--- config.mk ---
export PLATFORM = sky130hd
export DESIGN_NAME = rtcrpm_top
export DESIGN_NICKNAME = d
export VERILOG_FILES = /design/src/rtcrpm_pkg.sv /design/src/rtcrpm_bcd_cnt.sv /design/src/rtcrpm_comp.sv /design/src/rtcrpm_top.sv
export SDC_FILE = /design/constraint.sdc
export NUM_CORES = 1
export LEC_CHECK = 0
export BUFFER_PORTS_ARGS = -buffer_cell sky130_fd_sc_hd__buf_2
export CAP_MARGIN = 0
export CELL_PAD_IN_SITES_DETAIL_PLACEMENT = 1
export CELL_PAD_IN_SITES_GLOBAL_PLACEMENT = 1
export CORE_MARGIN = 2
export CORE_UTILIZATION = 45
export DETAILED_ROUTE_END_ITERATION = 8
export HOLD_SLACK_MARGIN = 0.03
export PLACE_DENSITY_LB_ADDON = 0.1
export SLEW_MARGIN = 30
export SYNTH_ARGS = -nofsm -noshare
export SYNTH_HDL_FRONTEND = slang
export SYNTH_SLANG_ARGS = --single-unit
--- constraint.sdc ---
create_clock -name clk -period 17.3 [get_ports clk]
set_input_delay 4.325 -clock clk [delete_from_list [all_inputs] [get_ports clk]]
set_output_delay 4.325 -clock clk [all_outputs]
set_load 0.02 [all_outputs]
--- src/rtcrpm_pkg.sv ---
// Purpose: Constants and types of the paged RTC register map
// Assumes: One 40 MHz clock, byte access from a serial engine
// Notes:   Addresses are byte addresses, page in bits 7..3
// ============================================================
package rtcrpm_pkg;

	// Byte access from the serial engine
	typedef struct packed {
		logic       start;
		logic       wr;
		logic       rd;
		logic       stop;
		logic [7:0] data;
	} rtcrpm_acc_t;

	// ==========================================================
	// Page numbers
	localparam logic [4:0] PG_CTRL  = 5'h00;
	localparam logic [4:0] PG_WATCH = 5'h01;
	localparam logic [4:0] PG_ALARM = 5'h02;
	localparam logic [4:0] PG_TIMER = 5'h03;
	localparam logic [4:0] PG_TEMP  = 5'h04;
	localparam logic [4:0] PG_EEDAT = 5'h05;
	localparam logic [4:0] PG_EECTL = 5'h06;
	localparam logic [4:0] PG_RAM   = 5'h07;

	// ==========================================================
	// In-page counts and field positions
	localparam logic [2:0] CTRL_CNT  = 3'h5;
	localparam logic [2:0] TIME_CNT  = 3'h7;
	localparam logic [2:0] TIMER_CNT = 3'h2;
	localparam logic [2:0] EEDAT_CNT = 3'h2;
	localparam logic [2:0] EECTL_CNT = 3'h4;
	localparam int         C1_CLKINT = 7;
	localparam int         C1_TE     = 1;
	localparam int         C1_WE     = 0;
	localparam int         FL_AF     = 0;
	localparam int         FL_TF     = 1;
	localparam int         ST_PON    = 5;
	localparam int         RS_SYSR   = 4;
	localparam logic [7:0] INT_MASK  = 8'h1F;
	localparam logic [7:0] CTRL1_RST = 8'h81;

	// ==========================================================
	// Time counters: seconds, minutes, hours, days, weekdays,
	// months, years (index 0 first)
	localparam logic [6:0][7:0] TIME_MIN = {8'h00, 8'h01, 8'h01,
		8'h01, 8'h00, 8'h00, 8'h00};
	localparam logic [6:0][7:0] TIME_MAX = {8'h99, 8'h12, 8'h07,
		8'h31, 8'h23, 8'h59, 8'h59};
	localparam logic [6:0][7:0] TIME_MSK = {8'hFF, 8'h1F, 8'h07,
		8'h3F, 8'h3F, 8'h7F, 8'h7F};

	// ==========================================================
	// Prescaler taps and compensation step
	localparam int PRESC_W = 15;
	localparam int TAP_1K  = 4;
	localparam int TAP_32  = 9;
	localparam int TAP_1   = 14;
	localparam int COMP_ST = 32;
	// Calibration reset contents, arbitrary neutral values
	localparam logic [3:0][7:0] EECTL_RST = {8'h00, 8'h00,
		8'h00, 8'h00};

endpackage

--- src/rtcrpm_bcd_cnt.sv ---
// Purpose: One BCD time counter with load and wrap
// Assumes: Limits are valid BCD
// Notes:   A load wins over an increment
`timescale 1ns/100ps
module rtcrpm_bcd_cnt #(
	parameter logic [7:0] RESET_VAL = 8'h00
) (
	// Clock and reset
	input  logic       clk,
	input  logic       rst,
	// Control
	input  logic       incr,
	input  logic       load,
	input  logic [7:0] loadVal,
	input  logic [7:0] minVal,
	input  logic [7:0] maxVal,
	// State
	output logic [7:0] value,
	output logic       carry
);
	logic [7:0] value_q;
	logic [7:0] value_d;
	logic       atMax;
	logic [7:0] nextVal;

	// BCD step with decade carry and wrap to the minimum
	assign atMax   = value_q >= maxVal;
	assign nextVal = atMax ? minVal :
		(value_q[3:0] == 4'h9) ? {value_q[7:4] + 4'h1, 4'h0} :
		{value_q[7:4], value_q[3:0] + 4'h1};
	assign value_d = load ? loadVal : (incr ? nextVal : value_q);
	assign carry   = incr & atMax & ~load;
	assign value   = value_q;

	// Counter register
	always_ff @(posedge clk) begin
		if (rst) begin
			value_q <= RESET_VAL;
		end else begin
			value_q <= value_d;
		end
	end
endmodule

--- src/rtcrpm_comp.sv ---
// Purpose: Pulse insertion and removal on the oscillator tick
// Assumes: secTick is one cycle once per compensated second
// Notes:   Correction unit is 1/COMP_ST pulse per second
`timescale 1ns/100ps
module rtcrpm_comp #(
	parameter int ACC_W = 18
) (
	// Clock and reset
	input  logic       clk,
	input  logic       rst,
	input  logic       clr,
	// Ticks
	input  logic       oscTick,
	input  logic       secTick,
	output logic       compTick,
	// Calibration and temperature
	input  logic [7:0] offset,
	input  logic [7:0] coeff,
	input  logic [7:0] turnT,
	input  logic [7:0] temp
);
	localparam logic signed [ACC_W-1:0] STEP =
		ACC_W'(rtcrpm_pkg::COMP_ST);
	logic signed [ACC_W-1:0] acc_q;
	logic signed [ACC_W-1:0] acc_d;
	logic signed [8:0]       dt;
	logic        [16:0]      sq;
	logic        [24:0]      drift;
	logic signed [ACC_W-1:0] corr;
	logic                    addNow;
	logic                    dropNow;

	if (ACC_W < 18) begin : g_chk
		$error("ACC_W too small for the correction range");
	end

	// Parabolic drift around the turnover point, plus offset
	assign dt    = $signed({temp[7], temp}) - $signed({turnT[7], turnT});
	assign sq    = 17'($signed({{8{dt[8]}}, dt}) *
		$signed({{8{dt[8]}}, dt}));
	assign drift = {17'h00000, coeff} * {8'h00, sq};
	assign corr  = ACC_W'($signed(offset)) -
		ACC_W'($signed({1'b0, drift[24:10]}));
	// Extra pulse in a gap, or swallow a real one
	assign addNow   = (acc_q >= STEP) & ~oscTick & ~secTick;
	assign dropNow  = (acc_q <= -STEP) & oscTick & ~secTick;
	assign compTick = (oscTick & ~dropNow) | addNow;
	assign acc_d = clr ? '0 : secTick ? acc_q + corr :
		addNow ? acc_q - STEP : dropNow ? acc_q + STEP : acc_q;

	// Correction accumulator
	always_ff @(posedge clk) begin
		if (rst) begin
			acc_q <= '0;
		end else begin
			acc_q <= acc_d;
		end
	end
endmodule

--- src/rtcrpm_top.sv ---
// Purpose: Paged register map, time counters and pin logic
// Assumes: Serial engine delivers decoded byte accesses
// Notes:   Pins oscPin and clkoePin are asynchronous
`timescale 1ns/100ps
module rtcrpm_top (
	// Clock and reset
	input  logic                     clk,
	input  logic                     rst,
	// Byte access port
	input  rtcrpm_pkg::rtcrpm_acc_t  acc,
	output logic [7:0]               rdData,
	output logic                     rdValid,
	// Thermometer result
	input  logic [7:0]               tempReading,
	// Asynchronous pins
	input  logic                     oscPin,
	input  logic                     clkoePin,
	// Shared clock output pin
	output logic                     clockOutPinO,
	output logic                     clockOutPinOeN,
	// Interrupt pin
	output logic                     intPinO,
	output logic                     intPinOeN
);
	// ==========================================================
	// Declarations
	logic [1:0]                  oscSync_q;
	logic [1:0]                  clkoeSync_q;
	logic                        oscPrev_q;
	logic [7:0]                  ptr_q;
	logic [7:0]                  ptr_d;
	logic                        freeze_q;
	logic                        pend_q;
	logic                        secTick_q;
	logic [rtcrpm_pkg::PRESC_W-1:0] presc_q;
	logic [7:0]                  ctrl1_q;
	logic [7:0]                  intEn_q;
	logic [7:0]                  flags_q;
	logic [7:0]                  flags_d;
	logic                        pon_q;
	logic [6:0][7:0]             alarm_q;
	logic [15:0]                 timer_q;
	logic [15:0]                 timer_d;
	logic [1:0][7:0]             eeData_q;
	logic [3:0][7:0]             eeCtrl_q;
	logic [7:0][7:0]             ram_q;
	logic                        alarmChk_q;
	logic [7:0]                  rdData_q;
	logic                        rdValid_q;
	logic                        clkO_q;
	logic                        clkOeN_q;
	logic                        intOeN_q;
	logic [6:0][7:0]             timeVal;
	logic [6:0]                  timeCarry;
	logic [6:0]                  timeInc;
	logic [6:0]                  timeLoad;
	logic [6:0][7:0]             timeMax;

	// ==========================================================
	// Decode
	logic [4:0] pg;
	logic [2:0] ix;
	logic       oscTick;
	logic       compTick;
	logic       clock_output_enable_pin;
	logic       pgCtrl;
	logic       pgWatch;
	logic       pgAlarm;
	logic       pgTimer;
	logic       pgTemp;
	logic       pgEeDat;
	logic       pgEeCtl;
	logic       pgRam;
	logic       wrCtrl;
	logic       sysReset;
	logic       watchTick;
	logic       tmrDec;
	logic       afSet;
	logic       tfSet;
	logic       intPend;
	logic       clkWave;
	logic [7:0] ctrlRd;
	logic [7:0] pageRd;
	logic [7:0] status;

	// Days in the current month from BCD month and year
	function automatic logic [7:0] monthDays(input logic [7:0] mon,
			input logic [7:0] yr);
		logic leap;
		leap = (yr[4] ? (yr[3:0] == 4'h2 || yr[3:0] == 4'h6) :
			(yr[3:0] == 4'h0 || yr[3:0] == 4'h4 ||
			yr[3:0] == 4'h8));
		case (mon)
			8'h02:   monthDays = leap ? 8'h29 : 8'h28;
			8'h04,
			8'h06,
			8'h09,
			8'h11:   monthDays = 8'h30;
			default: monthDays = 8'h31;
		endcase
	endfunction

	// In-page index check, used by the watch, alarm, timer and EEPROM pages
	function automatic logic inPage(input logic [2:0] idx,
			input logic [2:0] cnt);
		inPage = idx < cnt;
	endfunction

	// ==========================================================
	// Pin synchronisers
	always_ff @(posedge clk) begin
		if (rst) begin
			oscSync_q   <= 2'h0;
			clkoeSync_q <= 2'h0;
			oscPrev_q   <= 1'b0;
		end else begin
			oscSync_q   <= {oscSync_q[0], oscPin};
			clkoeSync_q <= {clkoeSync_q[0], clkoePin};
			oscPrev_q   <= oscSync_q[1];
		end
	end

	assign oscTick = oscSync_q[1] & ~oscPrev_q;
	assign clock_output_enable_pin   = clkoeSync_q[1];

	// ==========================================================
	// Address pointer and page decode
	assign pg = ptr_q[7:3];
	assign ix = ptr_q[2:0];
	assign ptr_d = acc.start ? acc.data :
		(acc.wr | acc.rd) ? {ptr_q[7:3], ix + 3'h1} :
		ptr_q;
	assign pgCtrl  = pg == rtcrpm_pkg::PG_CTRL;
	assign pgWatch = pg == rtcrpm_pkg::PG_WATCH;
	assign pgAlarm = pg == rtcrpm_pkg::PG_ALARM;
	assign pgTimer = pg == rtcrpm_pkg::PG_TIMER;
	assign pgTemp  = pg == rtcrpm_pkg::PG_TEMP;
	assign pgEeDat = pg == rtcrpm_pkg::PG_EEDAT;
	assign pgEeCtl = pg == rtcrpm_pkg::PG_EECTL;
	assign pgRam   = pg == rtcrpm_pkg::PG_RAM;
	assign wrCtrl  = acc.wr & pgCtrl;

	always_ff @(posedge clk) begin
		if (rst) begin
			ptr_q <= 8'h00;
		end else begin
			ptr_q <= ptr_d;
		end
	end

	// ==========================================================
	// Freeze of the time counters during a watch read
	always_ff @(posedge clk) begin
		if (rst) begin
			freeze_q <= 1'b0;
			pend_q   <= 1'b0;
		end else begin
			if (acc.stop) begin
				freeze_q <= 1'b0;
			end else if (acc.rd & pgWatch) begin
				freeze_q <= 1'b1;
			end
			pend_q <= freeze_q & (pend_q | secTick_q);
		end
	end

	// ==========================================================
	// Compensated prescaler to one second
	assign sysReset = wrCtrl & (ix == 3'h4) &
		acc.data[rtcrpm_pkg::RS_SYSR];

	rtcrpm_comp #(
		.ACC_W(18)
	) u_comp (
		.clk     (clk),
		.rst     (rst),
		.clr     (sysReset),
		.oscTick (oscTick),
		.secTick (secTick_q),
		.compTick(compTick),
		.offset  (eeCtrl_q[1]),
		.coeff   (eeCtrl_q[2]),
		.turnT   (eeCtrl_q[3]),
		.temp    (tempReading)
	);

	always_ff @(posedge clk) begin
		if (rst | sysReset) begin
			presc_q   <= '0;
			secTick_q <= 1'b0;
		end else begin
			presc_q   <= presc_q + {14'h0, compTick};
			secTick_q <= compTick & (&presc_q);
		end
	end

	assign watchTick = ctrl1_q[rtcrpm_pkg::C1_WE] & ~freeze_q &
		(secTick_q | pend_q);

	// ==========================================================
	// Time counters
	assign timeInc  = {timeCarry[5], timeCarry[3], timeCarry[2],
		timeCarry[2], timeCarry[1], timeCarry[0], watchTick};
	assign timeMax  = {rtcrpm_pkg::TIME_MAX[6:4],
		monthDays(timeVal[5], timeVal[6]),
		rtcrpm_pkg::TIME_MAX[2:0]};

	for (genvar i = 0; i < 7; i++) begin : g_time
		assign timeLoad[i] = acc.wr & pgWatch & (ix == 3'(i));
		rtcrpm_bcd_cnt #(
			.RESET_VAL(rtcrpm_pkg::TIME_MIN[i])
		) u_cnt (
			.clk    (clk),
			.rst    (rst),
			.incr   (timeInc[i]),
			.load   (timeLoad[i]),
			.loadVal(acc.data & rtcrpm_pkg::TIME_MSK[i]),
			.minVal (rtcrpm_pkg::TIME_MIN[i]),
			.maxVal (timeMax[i]),
			.value  (timeVal[i]),
			.carry  (timeCarry[i])
		);
	end

	// ==========================================================
	// Timer, alarm match and flags
	assign tmrDec  = watchTick & ctrl1_q[rtcrpm_pkg::C1_TE] &
		(timer_q != 16'h0000);
	assign tfSet   = tmrDec & (timer_q == 16'h0001);
	assign afSet   = alarmChk_q & (timeVal[2:0] == alarm_q[2:0]);
	assign timer_d = (acc.wr & pgTimer & (ix == 3'h0)) ?
		{timer_q[15:8], acc.data} :
		(acc.wr & pgTimer & (ix == 3'h1)) ?
		{acc.data, timer_q[7:0]} :
		tmrDec ? timer_q - 16'h0001 : timer_q;
	// Writing zero clears a flag; a new event wins over the clear
	assign flags_d = (((wrCtrl & (ix == 3'h2)) ?
		(flags_q & acc.data) : flags_q) |
		{6'h0, tfSet, afSet}) & rtcrpm_pkg::INT_MASK;
	assign intPend = |(flags_q & intEn_q);

	always_ff @(posedge clk) begin
		if (rst) begin
			timer_q    <= 16'h0000;
			flags_q    <= 8'h00;
			alarmChk_q <= 1'b0;
		end else begin
			timer_q    <= timer_d;
			flags_q    <= flags_d;
			alarmChk_q <= watchTick;
		end
	end

	// ==========================================================
	// Control page registers
	always_ff @(posedge clk) begin
		if (rst) begin
			ctrl1_q <= rtcrpm_pkg::CTRL1_RST;
			intEn_q <= 8'h00;
			pon_q   <= 1'b1;
		end else begin
			if (wrCtrl & (ix == 3'h0)) begin
				ctrl1_q <= acc.data;
			end
			if (wrCtrl & (ix == 3'h1)) begin
				intEn_q <= acc.data & rtcrpm_pkg::INT_MASK;
			end
			if (wrCtrl & (ix == 3'h3) &
					~acc.data[rtcrpm_pkg::ST_PON]) begin
				pon_q <= 1'b0;
			end
		end
	end

	// ==========================================================
	// Alarm, EEPROM shadow and user RAM storage
	always_ff @(posedge clk) begin
		if (rst) begin
			alarm_q  <= '0;
			eeData_q <= '0;
			eeCtrl_q <= rtcrpm_pkg::EECTL_RST;
			ram_q    <= '0;
		end else if (acc.wr) begin
			if (pgAlarm & inPage(ix, rtcrpm_pkg::TIME_CNT)) begin
				alarm_q[ix] <= acc.data &
					rtcrpm_pkg::TIME_MSK[ix];
			end
			if (pgEeDat & inPage(ix, rtcrpm_pkg::EEDAT_CNT)) begin
				eeData_q[ix[0]] <= acc.data;
			end
			if (pgEeCtl & inPage(ix, rtcrpm_pkg::EECTL_CNT)) begin
				eeCtrl_q[ix[1:0]] <= acc.data;
			end
			if (pgRam) begin
				ram_q[ix] <= acc.data;
			end
		end
	end

	// ==========================================================
	// Read selection, unused places read zero
	assign status = {2'b00, pon_q, 5'h00};
	assign ctrlRd = (ix == 3'h0) ? ctrl1_q :
		(ix == 3'h1) ? intEn_q :
		(ix == 3'h2) ? flags_q :
		(ix == 3'h3) ? status : 8'h00;
	assign pageRd =
		pgCtrl ? ctrlRd :
		(pgWatch & inPage(ix, rtcrpm_pkg::TIME_CNT)) ?
			timeVal[ix] :
		(pgAlarm & inPage(ix, rtcrpm_pkg::TIME_CNT)) ?
			alarm_q[ix] :
		(pgTimer & inPage(ix, rtcrpm_pkg::TIMER_CNT)) ?
			(ix[0] ? timer_q[15:8] : timer_q[7:0]) :
		(pgTemp & (ix == 3'h0)) ? tempReading :
		(pgEeDat & inPage(ix, rtcrpm_pkg::EEDAT_CNT)) ?
			eeData_q[ix[0]] :
		(pgEeCtl & inPage(ix, rtcrpm_pkg::EECTL_CNT)) ?
			eeCtrl_q[ix[1:0]] :
		pgRam ? ram_q[ix] : 8'h00;

	always_ff @(posedge clk) begin
		if (rst) begin
			rdData_q  <= 8'h00;
			rdValid_q <= 1'b0;
		end else begin
			rdData_q  <= acc.rd ? pageRd : rdData_q;
			rdValid_q <= acc.rd;
		end
	end

	assign rdData  = rdData_q;
	assign rdValid = rdValid_q;

	// ==========================================================
	// Pin drivers
	assign clkWave =
		(eeCtrl_q[0][1:0] == 2'h0) ? oscSync_q[1] :
		(eeCtrl_q[0][1:0] == 2'h1) ? presc_q[rtcrpm_pkg::TAP_1K] :
		(eeCtrl_q[0][1:0] == 2'h2) ? presc_q[rtcrpm_pkg::TAP_32] :
		presc_q[rtcrpm_pkg::TAP_1];

	always_ff @(posedge clk) begin
		if (rst) begin
			clkO_q   <= 1'b0;
			clkOeN_q <= 1'b1;
			intOeN_q <= 1'b1;
		end else begin
			if (ctrl1_q[rtcrpm_pkg::C1_CLKINT]) begin
				clkO_q   <= clock_output_enable_pin & clkWave;
				clkOeN_q <= 1'b0;
			end else begin
				clkO_q   <= 1'b0;
				clkOeN_q <= ~intPend;
			end
			intOeN_q <= ~intPend;
		end
	end

	assign clockOutPinO   = clkO_q;
	assign clockOutPinOeN = clkOeN_q;
	assign intPinO        = 1'b0;
	assign intPinOeN      = intOeN_q;
endmodule

# == Yosys cells after proc, flatten, opt, wreduce, memory -nomap -nowiden ==
# Memories as Yosys holds them, arrays and structs flattened. A register that Yosys moved wholly into a read port is not among the register bits.
# Cells that the tools add are included.
# classes
mul,2
n_lt_le_gt_ge,18
bitwise_logic,73
muxes,80
eq_ne,34
addsub,22
n_reduce_logical,64
# op_table
operator,n
$mux W8,39
$bmux W8 S3,3
$bwmux W64,1
$add A4 B1 Y4 const B,14
$bwmux W56,1
$mux W18,3
$and A1 B1 Y1,51
$mux W6,6
$reduce_and A2 Y1,18
$bwmux W32,1
$eq A4 B4 Y1 const B,8
$mux W16,2
$reduce_bool A2 Y1,16
$mux W7,4
$mul A8 B17 Y25,1
$demux W8 S3,1
$eq A24 B24 Y1,1
$reduce_bool A3 Y1,7
$eq A5 B3 Y1 const B,4
$add A18 B18 Y18,1
$add A18 B6 Y18 const B,1
$ge A18 B7 Y1 const B,1
$le A18 B6 Y1 const B,1
$reduce_or A2 Y1,9
59 further kinds,99
# totals
output_inout_bits,13
memories,1
in_bits,24
elab_cells,357
mem_bits_ro,64
ff_bits,321
# memory_table
name,words,word_bits,rd,rd_ports_with_merged_regs,wr,line_no,source
(name not given),8,8,1,1,0,rtcrpm_top.sv:286,rtcrpm_pkg::TIME_MSK[ix];

# == Logic depth before layout (Yosys ltp) ==
# depth
word_depth,15
depth_mapped,60
depth_no_buf,60

# == Cells and area by module ==
# From an unflattened synthesis, not the netlist that was laid out.
# hier_totals
cells_unflattened,3350
area_unflattened_um2,27928.0
# by_module_without_submodules
mod,seq_area_each_um2,n_inst,cells_each,area_each_um2
rtcrpm_top,5024.8,1,1502,12801.0
rtcrpm_comp,360.3,1,1107,9246.4
rtcrpm_bcd_cnt at g_time[0].u_cnt ...,160.2,4,102,824.5
rtcrpm_bcd_cnt at g_time[3].u_cnt ...,160.2,3,111,860.8

# == Worst setup path after synthesis ==
# No wires, ideal clock.
# synth_path
path_kind,in2reg
start,input tempReading[1]
end,register u_comp.acc_q[17]
arrival_time_ps,16531
setup_slack_ps,651
path_buffers,1
cell_stages,55
required_time_ps,17182
path_cell_list,ha_1 -> nor2b_1 -> o21ai_0 -> a21boi_0 -> o21ai_0 -> a21boi_0 -> o21ai_0 -> nor3b_1 -> clkbuf_1 -> nor3b_1 -> fa_1 -> inv_1 -> fa_1 -> inv_1 -> fa_1 -> fa_1 -> inv_1 -> fa_1 -> (+19 left out) -> a2111o_1 -> a31o_2 -> a21oi_1 -> xor2_1 -> ha_1 -> a21o_1 -> a21o_1 -> a22oi_1 -> a21boi_0 -> a21oi_1 -> ha_1 -> a21oi_1 -> nor3b_1 -> o2111ai_1 -> a311oi_1 -> xnor2_1 -> nand3_1 -> o2111a_1
# synth_via
elab_chain_cells,6
# synth_rtl
element,line_no,source
start: declaration,rtcrpm_top.sv:14,"input logic [7:0] tempReading,"
$sub A8 B8 Y9,rtcrpm_comp.sv:38,"assign dt = $signed({temp[7], temp}) - $signed({turnT[7], turnT});"
$mul A9 B9 Y17,rtcrpm_comp.sv:39,"assign sq = 17'($signed({{8{dt[8]}}, dt}) *"
$mul A8 B17 Y25,rtcrpm_comp.sv:41,"assign drift = {17'h00000, coeff} * {8'h00, sq};"
$sub A8 B16 Y17,rtcrpm_comp.sv:42,assign corr = ACC_W'($signed(offset)) -
$add A18 B18 Y18,rtcrpm_comp.sv:48,assign acc_d = clr ? '0 : secTick ? acc_q + corr :
$mux W18,rtcrpm_comp.sv:48,
end signal: assignment,rtcrpm_comp.sv:54,acc_q <= '0;
end signal: assignment,rtcrpm_comp.sv:56,acc_q <= acc_d;
end: declaration,rtcrpm_comp.sv:24,logic signed [ACC_W-1:0] acc_q;
# Every way passes these cells.
# A chain may end at the register's enable or synchronous reset.

# == Final worst setup path ==
# layout_path
start,input tempReading[0]
end,register u_comp.acc_q[17]
# Same word-level chain as after synthesis.

==> impl_metrics.env <==
export IMPL_grt_pass1_wl_mm=128
export IMPL_postLayoutCellArea_um2=27100
export IMPL_regToRegStartpoint="eeCtrl_q[25]"
export IMPL_place_ws_ps=-502
export IMPL_dr_pass1_iters=5
export IMPL_placed_area_um2=25700
export IMPL_ys_seq_area_share_pct=26.2
export IMPL_tightest_slew_ps=1030
export IMPL_critPathCaptureType="flop"
export IMPL_peakVddDrop_mv=0.102
export IMPL_drcViolationCount=0
export IMPL_syn_inst=2979
export IMPL_die_area_um2=57200
export IMPL_cts_hold_buf=0
export IMPL_diodes=0
export IMPL_die_y_um=239
export IMPL_finalWorstSetupSlack_ps=641
export IMPL_min_path_cells=1
export IMPL_synth_distinct_cells=84
export IMPL_syn_area_um2=24900
export IMPL_cp_start_kind="input pin"
export IMPL_whs_ps=441
export IMPL_grt_overflow=0
export IMPL_clkTransAtPathRegs_ps=60
export IMPL_cts_tree="yes"
export IMPL_syn_nets=3310
export IMPL_antenna_left=0
export IMPL_power_density_nw_per_um2=114
export IMPL_cts_sinks=325
export IMPL_rrSetupSlack_ps=4060
export IMPL_drv_cap=0
export IMPL_grt_max_degree=125
export IMPL_status="completed"
export IMPL_antenna_found_initial=1
export IMPL_hp_class="reg2reg"
export IMPL_pin_count=37
export IMPL_yosys_warnings=0
export IMPL_slowest_stage="fa_1"
export IMPL_avgSynthCellArea_um2=8.35
export IMPL_numCtsBuffers=40
export IMPL_num_rows=86
export IMPL_htree_num_levels=2
export IMPL_worstPathMaxFanout=4
export IMPL_critical_path_buf_inv_count=10
export IMPL_die_w_um=239
export IMPL_insertion_delay_ps=570
export IMPL_final_cell_mix="nor2_1, dfxtp_1, nand2_1"
export IMPL_syn_to_final_growth_pct=8.97
export IMPL_start_util_pct=45.3
export IMPL_cp_common_cell="fa_1"
export IMPL_hold_violations=0
export IMPL_synth_edff_count=0
export IMPL_ys_async_sr_fraction_pct=0
export IMPL_multi_input_area_um2=16900
export IMPL_required_ps=17750
export IMPL_drt_iter0_drc=1163
export IMPL_critPathKind="in2reg"
export IMPL_timing_rr_end="u_comp.acc_q[17]"
export IMPL_setup_viol=0
export IMPL_ys_ff_latch=325
export IMPL_slowest_delay_ps=540
export IMPL_dp_hpwl_mm=58.9
export IMPL_path_depth=57
export IMPL_final_nets=3275
export IMPL_n_fill_cell=6520
export IMPL_crit_family="adder cells"
export IMPL_slew_viol_final=0
export IMPL_critPathArrivalTime_ps=17110
export IMPL_min_from="oscSync_q[0]"
export IMPL_layout_commonest_cell="nor2_1"
export IMPL_cts_root_buf="clkbuf_16"
export IMPL_vias=21700
export IMPL_grt_pass1_vias=22800
export IMPL_gp_congestion=0.878
export IMPL_synthFlopType="dfxtp_1"
export IMPL_period_needed_ps=16660
export IMPL_port_buffers=35
export IMPL_max_freq_mhz=60.0
export IMPL_core_area_um2=54900
export IMPL_hold_path_end="oscSync_q[1]"
export IMPL_final_period_utilization_pct=96.3
export IMPL_max_clock_path_buffers=3
export IMPL_wl_per_cell_um=21.9
export IMPL_grt_use_total_pct=28.5
export IMPL_seq_area_um2=6520
export IMPL_vias_per_cell=5.91
export IMPL_leakagePower_uw=0.0118
export IMPL_maxSlewHeadroom_pct=30.4
export IMPL_drive_gt1_share_pct=7.76
export IMPL_finClkSkew_ps=18.4
export IMPL_wl_mm=80.6
export IMPL_reg2reg_depth=55
cell usage after synthesis (all sizes together), types with 5 or more instances:
master / instances / area (µm²)
nand3: 98 / 503
inv: 241 / 905
mux4: 22 / 495
or4: 5 / 37.5
nor3: 59 / 310
dfxtp: 325 / 6510
nand4: 19 / 119
mux2: 11 / 124
a31oi: 18 / 119
a21boi: 5 / 37.5
nor4: 14 / 103
a311oi: 14 / 129
a211oi: 55 / 413
a22oi: 10 / 75.1
a221oi: 21 / 184
mux2i: 175 / 1750
o22ai: 21 / 131
nand2b: 18 / 113
ha: 166 / 2080
o21a: 11 / 82.6
o221ai: 5 / 43.8
a21o: 20 / 150
o211ai: 9 / 67.6
or3: 20 / 125
or2: 7 / 43.8
buf: 40 / 174
xor2: 48 / 420
o311ai: 7 / 61.3
nand3b: 6 / 45.0
fa: 141 / 2820
o21ai: 95 / 475
xnor2: 65 / 569
nor3b: 16 / 120
nor2b: 41 / 257
clkbuf: 125 / 469
nor2: 346 / 1300
and3: 37 / 231
and2: 83 / 519
a21oi: 191 / 967
nand2: 291 / 1090
and4: 8 / 70.1
layout make-up:
type                       count  share of cell area (%)
clock buffer                  61                    4.28
clock inverter                12                   0.452
inverter                     243                    3.37
multi-input combinational   2246                    62.5
sequential                   325                    24.0
tap                          704                    3.25
timing repair buffer          88                    2.15
report_power, final:
part	internal, µW	leakage (µW)	switching [µW]	total [µW]
Sequential	770	0.00263	36.5	806
Clock	494	0.000626	347	841
Combinational	573	0.00854	881	1450
kinds of logic after synthesis:
kind of cell	share of synthesized area [%]
XOR/XNOR	3.98
flip-flops	26.2
other	0.0151
buffers and inverters	6.25
adder cells (fa/ha/maj)	19.7
AND/OR/NAND/NOR	20.6
multiplexers	9.53
AO/OA/AOI/OAI	13.7
metrics by stage:
| step | util (%) | TNS [ps] | std cells | total power, µW |
|---|---|---|---|---|
| global placement | 46.8 | 0 | 3604 | 2150 |
| global route | 49.4 | -30.7 | 3679 | 3320 |
| floorplan | - | 0 | 2979 | 1710 |
| finish | 49.4 | 0 | 3679 | 3100 |
| CTS | 49.2 | 0 | 3677 | 3060 |
| detailed placement | 46.8 | -1630 | 3604 | 2210 |
routing by layer:
layer / routed length [µm] / share of wire [%] / vias to the layer above / GRT usage (%)
met3: 2670 / 3.3 / 148 / 3.35
li1: - / - / 10100 / -
met2: 39800 / 49 / 392 / 49.7
met1: 35100 / 44 / 11000 / 36.0
met5: 13 / 0.016 / - / 0
met4: 2950 / 3.7 / 2 / 10.8
flip-flops by register name, summed over array words and instances (netlist names), 2 cells and up, named ones only:
name / flops
ram_q: 64
alarm_q: 56
g_time.u_cnt.value: 56
eeCtrl_q: 32
u_comp.acc_q: 18
eeData_q: 16
timer_q: 16
presc_q: 15
ctrl1_q: 8
ptr_q: 8
rdData: 8
flags_q: 5
intEn_q: 5
clkoeSync_q: 2
oscSync_q: 2
repair_timing:
action	4_1_cts	5_1_grt
endpoints found under the setup margin	0	8
resized for setup	0	28
buffers inserted	0	2
worst max-delay path by stage:
| stage | start | slack [ps] | end |
|---|---|---|---|
| 4_1_cts | tempReading[1] | 30 | u_comp.acc_q[17] |
| 3_5_place_dp | tempReading[1] | -500 | u_comp.acc_q[17] |
| 6_report | tempReading[0] | 640 | u_comp.acc_q[17] |
| 3_3_place_gp | tempReading[1] | 150 | u_comp.acc_q[17] |
| 2_1_floorplan | tempReading[1] | 650 | u_comp.acc_q[17] |
| 5_1_grt | tempReading[0] | -30 | u_comp.acc_q[17] |
(Power assumes the default switching activity.)
